`config.mk`:
```
export PLATFORM = sky130hd
export DESIGN_NAME = anmr_regs
export DESIGN_NICKNAME = d
export VERILOG_FILES = /design/src/anmr_pkg.sv /design/src/anmr_latch_flag.sv /design/src/anmr_sat_counter.sv /design/src/anmr_regs.sv
export SDC_FILE = /design/constraint.sdc
export NUM_CORES = 1
export LEC_CHECK = 0
export BUFFER_PORTS_ARGS = -buffer_cell sky130_fd_sc_hd__buf_2
export CAP_MARGIN = 40
export CORE_AREA = 2 2 128 130
export CTS_CLUSTER_SIZE = 8
export DETAILED_ROUTE_END_ITERATION = 16
export DIE_AREA = 0 0 130 132
export SYNTH_ARGS = -nofsm -noshare
export SYNTH_HDL_FRONTEND = slang
export SYNTH_HIERARCHICAL = 1
export SYNTH_SLANG_ARGS = --single-unit
```
`constraint.sdc`:
```
create_clock -name clk -period 3.9 [get_ports clk]
set_clock_uncertainty 0.1 [all_clocks]
set_input_delay 0.39 -clock clk [delete_from_list [all_inputs] [get_ports clk]]
set_output_delay 0.39 -clock clk [all_outputs]
set_load 0.1 [all_outputs]
```
`src/anmr_pkg.sv`:
```
`default_nettype none

package anmr_pkg;

    // Register addresses on the management register port
    localparam logic [4:0] ADDR_AN_EXP = 5'h06;
    localparam logic [4:0] ADDR_LOC_NP = 5'h07;
    localparam logic [4:0] ADDR_LP_NP = 5'h08;
    localparam logic [4:0] ADDR_PRE_CTL = 5'h14;
    localparam logic [4:0] ADDR_SYM_CNT = 5'h15;

    // Expansion flag bit positions
    localparam int EXP_PD_FAULT = 4;
    localparam int EXP_LP_NP_ABLE = 3;
    localparam int EXP_NP_ABLE = 2;
    localparam int EXP_PAGE_RX = 1;
    localparam int EXP_LP_AN_ABLE = 0;

    // Next-page word bit positions
    localparam int NP_MORE = 15;
    localparam int NP_ACK = 14;
    localparam int NP_MSG_PAGE = 13;
    localparam int NP_COMPLY = 12;
    localparam int NP_TOGGLE = 11;
    localparam int NP_CODE_MSB = 10;

    // Writable bits of the local next-page word
    localparam logic [15:0] LOC_NP_WR_MASK = 16'hB7FF;
    localparam logic [15:0] LOC_NP_RESET = 16'h2001;
    localparam logic [15:0] LP_NP_RESET = 16'h0000;

    // Preamble control bit positions and fixed read-back
    localparam int PRE_RESTORE_100 = 7;
    localparam int PRE_RESTORE_10 = 6;
    localparam logic [5:0] PRE_LOW_READBACK = 6'h01;
    localparam logic [2:0] STRAP_RESTORE_100 = 3'h4;
    localparam logic PRE_RESTORE_10_RESET = 1'b0;

    // Local next-page ability read-back and counter reset
    localparam logic NP_ABLE_RESET = 1'b1;
    localparam logic [15:0] SYM_CNT_RESET = 16'h0000;

    // Nibbles removed from the head of a received frame
    localparam logic [4:0] STRIP_NIB_100 = 5'h02;
    localparam logic [4:0] STRIP_NIB_10 = 5'h0E;

endpackage

`default_nettype wire

```
`src/anmr_latch_flag.sv`:
```
`timescale 1ns/1ns
`default_nettype none

module anmr_latch_flag (
    input wire logic clk,
    input wire logic rst,
    input wire logic cond,
    input wire logic rd_clr,
    output logic flag_r
);

    // A condition seen in the clearing cycle keeps the flag set
    always_ff @(posedge clk) begin
        if (rst) begin
            flag_r <= 1'b0;
        end else if (cond) begin
            flag_r <= 1'b1;
        end else if (rd_clr) begin
            flag_r <= 1'b0;
        end
    end

endmodule

`default_nettype wire

```
`src/anmr_sat_counter.sv`:
```
`timescale 1ns/1ns
`default_nettype none

module anmr_sat_counter #(
    parameter int W = 16
) (
    input wire logic clk,
    input wire logic rst,
    input wire logic inc,
    input wire logic rd_clr,
    output logic [W-1:0] cnt_r
);

    logic [W-1:0] cnt_nxt;

    always_comb begin
        cnt_nxt = rd_clr ? '0 : cnt_r;
        // Saturate rather than wrap; an increment during the clearing read counts
        if (inc && (cnt_nxt != {W{1'b1}})) begin
            cnt_nxt = cnt_nxt + 1'b1;
        end
    end

    always_ff @(posedge clk) begin
        if (rst) begin
            cnt_r <= '0;
        end else begin
            cnt_r <= cnt_nxt;
        end
    end

endmodule

`default_nettype wire

```
`src/anmr_regs.sv`:
```
// Overview of operation
// - Parallel detect fault latches until read
// - Partner next-page ability shown, resets zero
// - Local next-page ability reads one
// - Page received flag latches, resets zero
// - Partner auto-negotiation ability shown, resets zero
// - Writable more-pages bit, resets zero
// - Writable message page select, resets one
// - Writable comply bit, resets zero
// - Toggle bit tracks transmitted word toggle
// - Writable eleven-bit message code, resets 001
// - Capture partner more-pages indication
// - Capture partner acknowledge bit
// - Capture partner comply indication
// - Capture partner toggle bit as received
// - Fast mode drops one preamble byte unless restored
// - Fast restore resets from strap value 100
// - Slow mode strips seven preamble bytes unless restored
// - Sixteen-bit symbol error frame counter, read clears
`timescale 1ns/1ns
`default_nettype none

module anmr_regs #(
    parameter int CNT_W = 16
) (
    input wire logic clk,
    input wire logic rst,
    input wire logic [2:0] strap_config,
    input wire logic [4:0] reg_addr,
    input wire logic reg_wr,
    input wire logic [15:0] reg_wdata,
    input wire logic reg_rd,
    output logic [15:0] reg_rdata_r,
    input wire logic pd_fault,
    input wire logic lp_np_able,
    input wire logic lp_an_able,
    input wire logic page_rx,
    input wire logic np_sent,
    input wire logic lp_np_valid,
    input wire logic [15:0] lp_np_word,
    input wire logic speed_100,
    input wire logic rx_dv_in,
    input wire logic [3:0] rx_nib_in,
    input wire logic rx_symbol_error,
    output logic [15:0] np_tx_word_r,
    output logic rx_dv_r,
    output logic [3:0] rx_nib_r
);

    ////////////////////////////////////////////////////////////////////////////
    // Access decode

    logic rd_exp;
    logic rd_cnt;
    logic wr_loc;
    logic wr_pre;

    // Other addresses decode to nothing, so stray writes change no state
    assign rd_exp = reg_rd && (reg_addr == anmr_pkg::ADDR_AN_EXP);
    assign rd_cnt = reg_rd && (reg_addr == anmr_pkg::ADDR_SYM_CNT);
    assign wr_loc = reg_wr && (reg_addr == anmr_pkg::ADDR_LOC_NP);
    assign wr_pre = reg_wr && (reg_addr == anmr_pkg::ADDR_PRE_CTL);

    ////////////////////////////////////////////////////////////////////////////
    // Expansion flags

    logic pd_fault_r;
    logic page_rx_r;
    logic lp_np_able_r;
    logic lp_an_able_r;

    // One read of the flag register clears both latched flags
    anmr_latch_flag u_pd_fault (
        .clk(clk),
        .rst(rst),
        .cond(pd_fault),
        .rd_clr(rd_exp),
        .flag_r(pd_fault_r)
    );

    anmr_latch_flag u_page_rx (
        .clk(clk),
        .rst(rst),
        .cond(page_rx),
        .rd_clr(rd_exp),
        .flag_r(page_rx_r)
    );

    // Partner abilities are plain status, registered to keep reads glitch free
    always_ff @(posedge clk) begin
        if (rst) begin
            lp_np_able_r <= 1'b0;
        end else begin
            lp_np_able_r <= lp_np_able;
        end
    end

    always_ff @(posedge clk) begin
        if (rst) begin
            lp_an_able_r <= 1'b0;
        end else begin
            lp_an_able_r <= lp_an_able;
        end
    end

    ////////////////////////////////////////////////////////////////////////////
    // Local next-page word

    // A write and a page send in one cycle both take effect
    always_ff @(posedge clk) begin
        if (rst) begin
            np_tx_word_r <= anmr_pkg::LOC_NP_RESET;
        end else begin
            if (wr_loc) begin
                np_tx_word_r <= (reg_wdata & anmr_pkg::LOC_NP_WR_MASK)
                    | (np_tx_word_r & ~anmr_pkg::LOC_NP_WR_MASK);
            end
            // Toggle follows each transmitted page; software cannot write it
            if (np_sent) begin
                np_tx_word_r[anmr_pkg::NP_TOGGLE] <= ~np_tx_word_r[anmr_pkg::NP_TOGGLE];
            end
        end
    end

    ////////////////////////////////////////////////////////////////////////////
    // Partner next-page word

    logic [15:0] lp_np_r;

    always_ff @(posedge clk) begin
        if (rst) begin
            lp_np_r <= anmr_pkg::LP_NP_RESET;
        end else if (lp_np_valid) begin
            // Whole word taken at once so the fields always belong together
            lp_np_r <= lp_np_word;
        end
    end

    ////////////////////////////////////////////////////////////////////////////
    // Preamble control

    logic pre_restore_100_r;
    logic pre_restore_10_r;

    // Strap is taken on every reset edge, so it must stay steady while rst is high
    always_ff @(posedge clk) begin
        if (rst) begin
            pre_restore_100_r <= (strap_config == anmr_pkg::STRAP_RESTORE_100);
        end else if (wr_pre) begin
            pre_restore_100_r <= reg_wdata[anmr_pkg::PRE_RESTORE_100];
        end
    end

    always_ff @(posedge clk) begin
        if (rst) begin
            pre_restore_10_r <= anmr_pkg::PRE_RESTORE_10_RESET;
        end else if (wr_pre) begin
            pre_restore_10_r <= reg_wdata[anmr_pkg::PRE_RESTORE_10];
        end
    end

    ////////////////////////////////////////////////////////////////////////////
    // Receive path preamble handling

    typedef enum logic [1:0] {
        ANMR_IDLE,
        ANMR_STRIP,
        ANMR_PASS
    } anmr_rx_e;

    anmr_rx_e rx_state_r;
    logic [4:0] strip_left_r;
    logic [4:0] strip_need;
    logic restore;

    assign restore = speed_100 ? pre_restore_100_r : pre_restore_10_r;
    assign strip_need = speed_100 ? anmr_pkg::STRIP_NIB_100 : anmr_pkg::STRIP_NIB_10;

    always_ff @(posedge clk) begin
        if (rst) begin
            rx_state_r <= ANMR_IDLE;
        end else begin
            unique case (rx_state_r)
                ANMR_IDLE: begin
                    // Mode is sampled at frame start so a frame is never cut mid-way
                    if (rx_dv_in) begin
                        if (restore) begin
                            rx_state_r <= ANMR_PASS;
                        end else begin
                            rx_state_r <= ANMR_STRIP;
                        end
                    end
                end
                ANMR_STRIP: begin
                    // A frame that ends while stripping forwards nothing
                    if (!rx_dv_in) begin
                        rx_state_r <= ANMR_IDLE;
                    end else if (strip_left_r == 5'h01) begin
                        rx_state_r <= ANMR_PASS;
                    end
                end
                ANMR_PASS: begin
                    if (!rx_dv_in) begin
                        rx_state_r <= ANMR_IDLE;
                    end
                end
            endcase
        end
    end

    // The first nibble is dropped in idle, so the count starts one short
    always_ff @(posedge clk) begin
        if (rst) begin
            strip_left_r <= 5'h00;
        end else if ((rx_state_r == ANMR_IDLE) && rx_dv_in) begin
            strip_left_r <= strip_need - 5'h01;
        end else if ((rx_state_r == ANMR_STRIP) && (strip_left_r != 5'h00)) begin
            strip_left_r <= strip_left_r - 5'h01;
        end
    end

    logic fwd;

    // Dropped nibbles never reach the output; valid stays low across them
    assign fwd = rx_dv_in && ((rx_state_r == ANMR_PASS)
        || ((rx_state_r == ANMR_IDLE) && restore));

    always_ff @(posedge clk) begin
        if (rst) begin
            rx_dv_r <= 1'b0;
            rx_nib_r <= 4'h0;
        end else begin
            rx_dv_r <= fwd;
            rx_nib_r <= fwd ? rx_nib_in : 4'h0;
        end
    end

    ////////////////////////////////////////////////////////////////////////////
    // Symbol error frame counter

    logic err_seen_r;
    logic dv_d_r;
    logic frame_err_end;
    logic [CNT_W-1:0] sym_cnt_r;

    // A frame counts once however many error symbols it held
    always_ff @(posedge clk) begin
        if (rst) begin
            err_seen_r <= 1'b0;
        end else if (!rx_dv_in) begin
            err_seen_r <= 1'b0;
        end else if (rx_symbol_error) begin
            err_seen_r <= 1'b1;
        end
    end

    always_ff @(posedge clk) begin
        if (rst) begin
            dv_d_r <= 1'b0;
        end else begin
            dv_d_r <= rx_dv_in;
        end
    end

    // Counting at frame end needs one clock with valid low
    assign frame_err_end = dv_d_r && !rx_dv_in && err_seen_r;

    anmr_sat_counter #(
        .W(CNT_W)
    ) u_sym_cnt (
        .clk(clk),
        .rst(rst),
        .inc(frame_err_end),
        .rd_clr(rd_cnt),
        .cnt_r(sym_cnt_r)
    );

    ////////////////////////////////////////////////////////////////////////////
    // Read data

    logic [15:0] exp_word;
    logic [15:0] pre_word;
    logic [15:0] cnt_word;
    logic [15:0] rdata_nxt;

    // Reserved bits are built as zero here so the read select stays a plain mux
    always_comb begin
        exp_word = 16'h0000;
        exp_word[anmr_pkg::EXP_PD_FAULT] = pd_fault_r;
        exp_word[anmr_pkg::EXP_LP_NP_ABLE] = lp_np_able_r;
        exp_word[anmr_pkg::EXP_NP_ABLE] = anmr_pkg::NP_ABLE_RESET;
        exp_word[anmr_pkg::EXP_PAGE_RX] = page_rx_r;
        exp_word[anmr_pkg::EXP_LP_AN_ABLE] = lp_an_able_r;
    end

    always_comb begin
        pre_word = 16'h0000;
        pre_word[anmr_pkg::PRE_RESTORE_100] = pre_restore_100_r;
        pre_word[anmr_pkg::PRE_RESTORE_10] = pre_restore_10_r;
        pre_word[5:0] = anmr_pkg::PRE_LOW_READBACK;
    end

    // A build with a narrower counter reads back zero-extended
    always_comb begin
        cnt_word = 16'h0000;
        cnt_word[CNT_W-1:0] = sym_cnt_r;
    end

    always_comb begin
        unique case (reg_addr)
            anmr_pkg::ADDR_AN_EXP: begin
                rdata_nxt = exp_word;
            end
            anmr_pkg::ADDR_LOC_NP: begin
                rdata_nxt = np_tx_word_r;
            end
            anmr_pkg::ADDR_LP_NP: begin
                rdata_nxt = lp_np_r;
            end
            anmr_pkg::ADDR_PRE_CTL: begin
                rdata_nxt = pre_word;
            end
            anmr_pkg::ADDR_SYM_CNT: begin
                rdata_nxt = cnt_word;
            end
            default: begin
                rdata_nxt = 16'h0000;
            end
        endcase
    end

    // Data shows the value before any clear that the same read causes
    always_ff @(posedge clk) begin
        if (rst) begin
            reg_rdata_r <= 16'h0000;
        end else if (reg_rd) begin
            reg_rdata_r <= rdata_nxt;
        end
    end

endmodule

`default_nettype wire

```
# --- Word-level counts from Yosys, hierarchy flattened ---
# Index checks and enable logic that the tools add are counted.
# Widths: inputs -> output; s select.
op_classes:
  addsub: 3
  n_mul: 0
  div: 0
  order_cmp: 0
  eq_ne: 13
  n_shift: 0
  n_mux: 20
  bitwise_logic: 4
  n_reduce_logical: 23
ops:
  columns: ["op", "count"]
  rows:
  - ["$pmux 16 s5", 1]
  - ["$mux 16", 2]
  - ["$add 16x1->16 const B", 1]
  - ["$ne 16x16->1 const B", 1]
  - ["$or 16x15->16", 1]
  - ["$mux 12", 1]
  - ["$logic_and 1x1->1", 11]
  - ["$eq 5x3->1 const B", 2]
  - ["$eq 5x5->1 const B", 2]
  - ["$mux 2", 5]
  - ["$mux 5", 2]
  - ["$reduce_bool 2->1", 5]
  - ["$mux 1", 7]
  - ["$pmux 2 s3", 1]
  - ["$eq 5x1->1 const B", 1]
  - ["$eq 5x4->1 const B", 1]
  - ["$reduce_bool 5->1", 1]
  - ["$sub 4x1->5 const B", 1]
  - ["$sub 5x1->5 const B", 1]
  - ["$mux 4", 1]
  - ["$ne 2x2->1 const B", 2]
  - ["$reduce_or 2->1", 2]
  - ["$eq 3x3->1 const B", 1]
  - ["$ne 3x3->1 const B", 1]
  - ["other kinds (7)", 9]
totals:
  register_bits: 84
  latchBits: 0
  ramBits: 0
  mem_bits_ro: 0
  input_bits: 57
  output_inout_bits: 37
  wordCells: 80
  mem_count: 0

# --- Logic depth before layout (Yosys ltp) ---
depth:
  ltp_word: 6
  ltp_mapped: 10

# --- Modules after synthesis ---
# The synthesis kept the hierarchy.
by_module_without_submodules:
  columns: ["mod", "instances", "cells_per_inst", "area_per_inst_um2", "seq_area_each_um2"]
  rows:
  - ["anmr_regs", 1, 319, 2935.3, 1311.3]
  - ["anmr_sat_counter", 1, 103, 862.1, 320.3]
  - ["anmr_latch_flag", 2, 4, 38.8, 20.0]

# --- Worst setup path after synthesis ---
# Ideal clock, no wire load.
synth_timing:
  path_kind: "in2reg"
  startpoint: "input port reg_addr[0]"
  endpoint: "register u_sym_cnt.cnt_r[9]"
  arrival_ps: 2292
  path_slack_ps: 1388
  path_stages: 10
  path_buffers: 3
  cell_sequence: "buf_4 > nand3b_1 > nor3b_2 > buf_6 > and2_1 > buf_6 > nand4b_1 > or3_1 > nor3_1 > mux2_2"
synth_via:
  elab_chain_len: 6
synth_rtl:
  columns: ["element", "line_no", "rtl"]
  rows:
  - ["start: declaration", "anmr_regs.sv:29", "input wire logic [4:0] reg_addr,"]
  - ["$eq 5x5->1 *", "anmr_regs.sv:60", "assign rd_cnt = reg_rd && (reg_addr == anmr_pkg::ADDR_SYM_CNT);"]
  - ["$logic_and 1x1->1 *", "anmr_regs.sv:60", null]
  - ["via rd_cnt", "anmr_regs.sv:54", "logic rd_cnt;"]
  - ["$mux 16 *", "anmr_sat_counter.sv:17", "cnt_nxt = rd_clr ? '0 : cnt_r;"]
  - ["parallel branches: the longest is 2 deep, another holds $add 16x1->16", null, null]
  - ["$mux 16 *", "anmr_sat_counter.sv:19", "if (inc && (cnt_nxt != {W{1'b1}})) begin"]
  - ["end signal: assignment", "anmr_sat_counter.sv:28", "cnt_r <= cnt_nxt;"]
  - ["end: declaration", "anmr_sat_counter.sv:11", "output logic [W-1:0] cnt_r"]
# Mark *: on every way through the listed nets, which the timed path passes.
# A chain may end at the register's enable or synchronous reset.

# --- Worst setup path after layout ---
layout_timing:
  startpoint: "input port reg_addr[0]"
  endpoint: "register u_sym_cnt.cnt_r[14]"
# Same word-level chain as after synthesis.

==> impl_metrics.py <==
metrics = {
    "outcome": {
        "status": "finished, final reports clean",
    },
    "place": {
        "portBuffers": 90,
        "dp_slack_ns": 0.891,
        "dpl_cell_area_mm2": 0.00448,
        "hpwl_um": 7840,
        "place.gp.congestion": 0.815,
    },
    "synthesis": {
        "synth_top_family_by_area": "simple AND/OR/NAND/NOR gates",
        "synth_nets": 492,
        "synth-adder-area-share_pct": 1.61,
        "synth_cell_types": 65,
        "yosysWarnings": 6,
        "syn-instance-count": 430,
        "synth_ff_type": "dfxtp_1",
        "synth-simple-area-share_pct": 26.3,
        "synthMuxAreaShare_pct": 6.26,
        "ys_ff_latch": 83,
        "syn_avg_cell_area_um2": 9.01,
        "synthXorXnorAreaFrac_pct": 0.452,
        "synth_compound_area_share_pct": 17.3,
        "syn_area_mm2": 0.00387,
        "ys_seq_area_share_pct": 43.1,
        "synth_edf_count": 1,
        "async_reset_ff_share_pct": 0,
    },
    "sta": {
        "relSlewSlack_pct": 41.8,
        "setup_viol": 0,
        "rsz0062_at_grt": "no",
        "worst-slew-pin-transition_ns": 0.872,
        "worst_slack_ns": 1.23,
        "finalMaxSlewViolations": 0,
        "setup_tns_ns": 0,
        "finalCriticalPeriod_ns": 2.67,
        "hold_viol": 0,
        "timing.fmax_ghz": 0.374,
        "fin_crit_sh_pct": 68.5,
    },
    "finish": {
        "nets": 573,
        "final_cell_mix": "buf_2 (90), dfxtp_1 (82), nand2_1 (54), nor2_1 (38), a21oi_1 (29)",
        "utilization_pct": 30.5,
        "syn2layout_area_growth_pct": 23.8,
        "diodes": 0,
        "layout-drive-gt1-share_pct": 25.4,
        "mostFrequentLayoutCell": "buf_2",
        "design_area_mm2": 0.00480,
        "multi_input_area_mm2": 0.00201,
        "fill_cells": 1681,
        "area.sequential_mm2": 0.00167,
    },
    "cts": {
        "htreeDepth": 3,
        "root_buffer": "clkbuf_16",
        "numCtsBuffers": 9,
        "path_clk_slew_ns": 0.06,
        "cts_setup_buffers": 0,
        "cts.path.max_buffers": 2,
        "hold_buffers": 0,
        "clk_latency_ns": 0.34,
        "cts_sinks": 83,
        "cts_resized": 0,
        "cts_tree": "built",
    },
    "min_path": {
        "hp-class": "input pin to register",
    },
    "critical_path": {
        "worstSetupEndpointType": "register",
        "crit_fanout": 21,
        "cp_data_required_time_ns": 4.08,
        "cp_top_family": "simple AND/OR/NAND/NOR gates",
        "max_stage_delay_ns": 0.50,
        "path_class": "input pin to register",
        "cp-start-kind": "input pin",
        "critPathArrivalTime_ns": 2.85,
        "slowest_stage": "or4_1",
        "crit_chain": "buf_2, nand3b_1, nor3b_2, buf_4, and2_1, nand4b_1, nor4_4, or4_1, a21oi_1",
        "crit_buf_inv": 2,
    },
    "floorplanning": {
        "coreArea_mm2": 0.0157,
        "row_count": 46,
        "dieArea_mm2": 0.0172,
        "ios": 94,
        "die_w_um": 130,
        "die_h_um": 132,
        "initial_core_util_pct": 24.7,
    },
    "global_routing": {
        "grt_remaining_overflow": 0,
        "antenna_found_initial": 0,
        "grt_max_degree": 27,
        "grt_pass1_vias": 3194,
        "grtUsageTotal_pct": 12.7,
        "grt_pass1_wl_um": 17000,
    },
    "route": {
        "vias": 3376,
        "firstDrtPassIters": 4,
        "drt_iter0_drc": 117,
        "drcViolationCount": 0,
        "routed_via_density": 4.61,
        "final_antenna_net_count": 0,
        "drt-total-wl_um": 10600,
        "wl_per_cell_um": 14.5,
    },
    "power_and_ir_drop": {
        "p_int_mw": 1.58,
        "p_per_area_mw_per_mm2": 456,
        "p_clk_share_pct": 41.8,
        "p_switching_mw": 0.606,
        "ir_drop_uv": 238,
        "p_sw_share_pct": 27.8,
        "p_leak_nw": 1.98,
        "power_frac_comb_pct": 15.5,
        "seqPwrFrac_pct": 42.7,
    },
    "run": {
        "drv_cap": 0,
    },
}
==> routing by layer <==
layer,global-route usage [%],wire [µm]
met1,17.5,5120
met4,5.97,251
met3,2.07,456
met5,0,0
met2,19.1,4780
==> worst register-to-register path, cell delays in order (launching register included) <==
cell and delay (ns):
dfxtp_1 0.33, and3_1 0.32, nand4b_4 0.16, or3_1 0.44, nor3_1 0.21, mux2_2 0.35
==> per-stage QoR <==
step	cells	power, mW	hold slack, ns
6_report	732	2.18	0.145
3_3_place_gp	716	1.29	0.332
3_5_place_dp	716	1.29	0.341
4_1_cts	732	2.20	0.137
2_1_floorplan	430	1.21	0.330
5_1_grt	732	2.29	0.147
==> registers in the layout, summed over array words and instances (netlist names) <==
signal,cells
strip_left_r,5
reg_rdata_r,16
np_tx_word_r,15
pre_restore_100_r,1
rx_dv_r,1
lp_an_able_r,1
u_pd_fault/flag_r,1
pre_restore_10_r,1
rx_state_r,2
err_seen_r,1
lp_np_able_r,1
u_sym_cnt/cnt_r,16
dv_d_r,1
rx_nib_r,4
lp_np_r,16
u_page_rx/flag_r,1
==> synth_stat cells (3+ instances only) <==
cell type  number  area share, %
a211oi_1        5           0.97
a21oi_1        29            3.7
a221oi_1        6            1.4
a22oi_1         9            1.7
a22oi_2         8            2.6
a31oi_1         9            1.5
and2_1          6           0.97
and3_1          9            1.5
buf_2           5           0.65
buf_4           3           0.58
buf_6           3           0.87
clkbuf_1        9           0.87
dfxtp_1        82             42
ha_1            5            1.6
inv_1          15            1.5
mux2i_1        22            5.7
nand2_1        54            5.2
nand2b_1        5           0.81
nand3_1         8            1.0
nand3b_1        3           0.58
nand4b_1        3           0.68
nor2_1         38            3.7
nor2b_1        11            1.8
nor3_1         13            1.7
nor4_1          5           0.81
o21ai_0        12            1.5
or3_1           5           0.81
==> power groups by stage <==
stage / Combinational [mW] / Sequential [mW] / Clock (mW)
2_1_floorplan: 0.198 / 1.01 / 0
3_3_place_gp: 0.338 / 0.950 / 0
3_5_place_dp: 0.340 / 0.950 / 0
4_1_cts: 0.341 / 0.931 / 0.932
5_1_grt: 0.377 / 0.938 / 0.971
6_report: 0.340 / 0.932 / 0.913
==> path summary, 6_finish.rpt <==
| kind | from | to | slack [ns] | depth (start not counted) |
|---|---|---|---|---|
| worst max-delay path | reg_addr[0] | u_sym_cnt/cnt_r[14]$_SDFF_PP0_ | 1.23 | 9 |
| worst min-delay path | rx_nib_in[2] | rx_nib_r[2]$_SDFF_PP0_ | 0.15 | 2 |
| worst max register to register | err_seen_r$_SDFFE_PP0P_ | u_sym_cnt/cnt_r[9]$_SDFF_PP0_ | 1.89 | 5 |
| worst min register to register | reg_rdata_r[6]$_SDFFE_PP0P_ | reg_rdata_r[6]$_SDFFE_PP0P_ | 0.35 | 2 |
==> cell families (layout without fill, tap and decap cells) <==
family / Yosys count / after routing
fa+ha+maj: 5 / 5
other cells: 1 / 1
buf+inv: 37 / 123
compound gates: 94 / 94
mux: 24 / 24
simple gates: 184 / 184
xor+xnor: 2 / 2
flops: 83 / 83
==> cell type report <==
class | instances | area share [%]
timing repair buffer | 92 | 9.71
clock buffer | 10 | 4.77
inverter | 15 | 1.17
clock inverter | 6 | 1.88
multi-input combinational | 310 | 42.0
sequential | 83 | 34.9
tap | 216 | 5.64
Power figures use the tool's default switching activity.
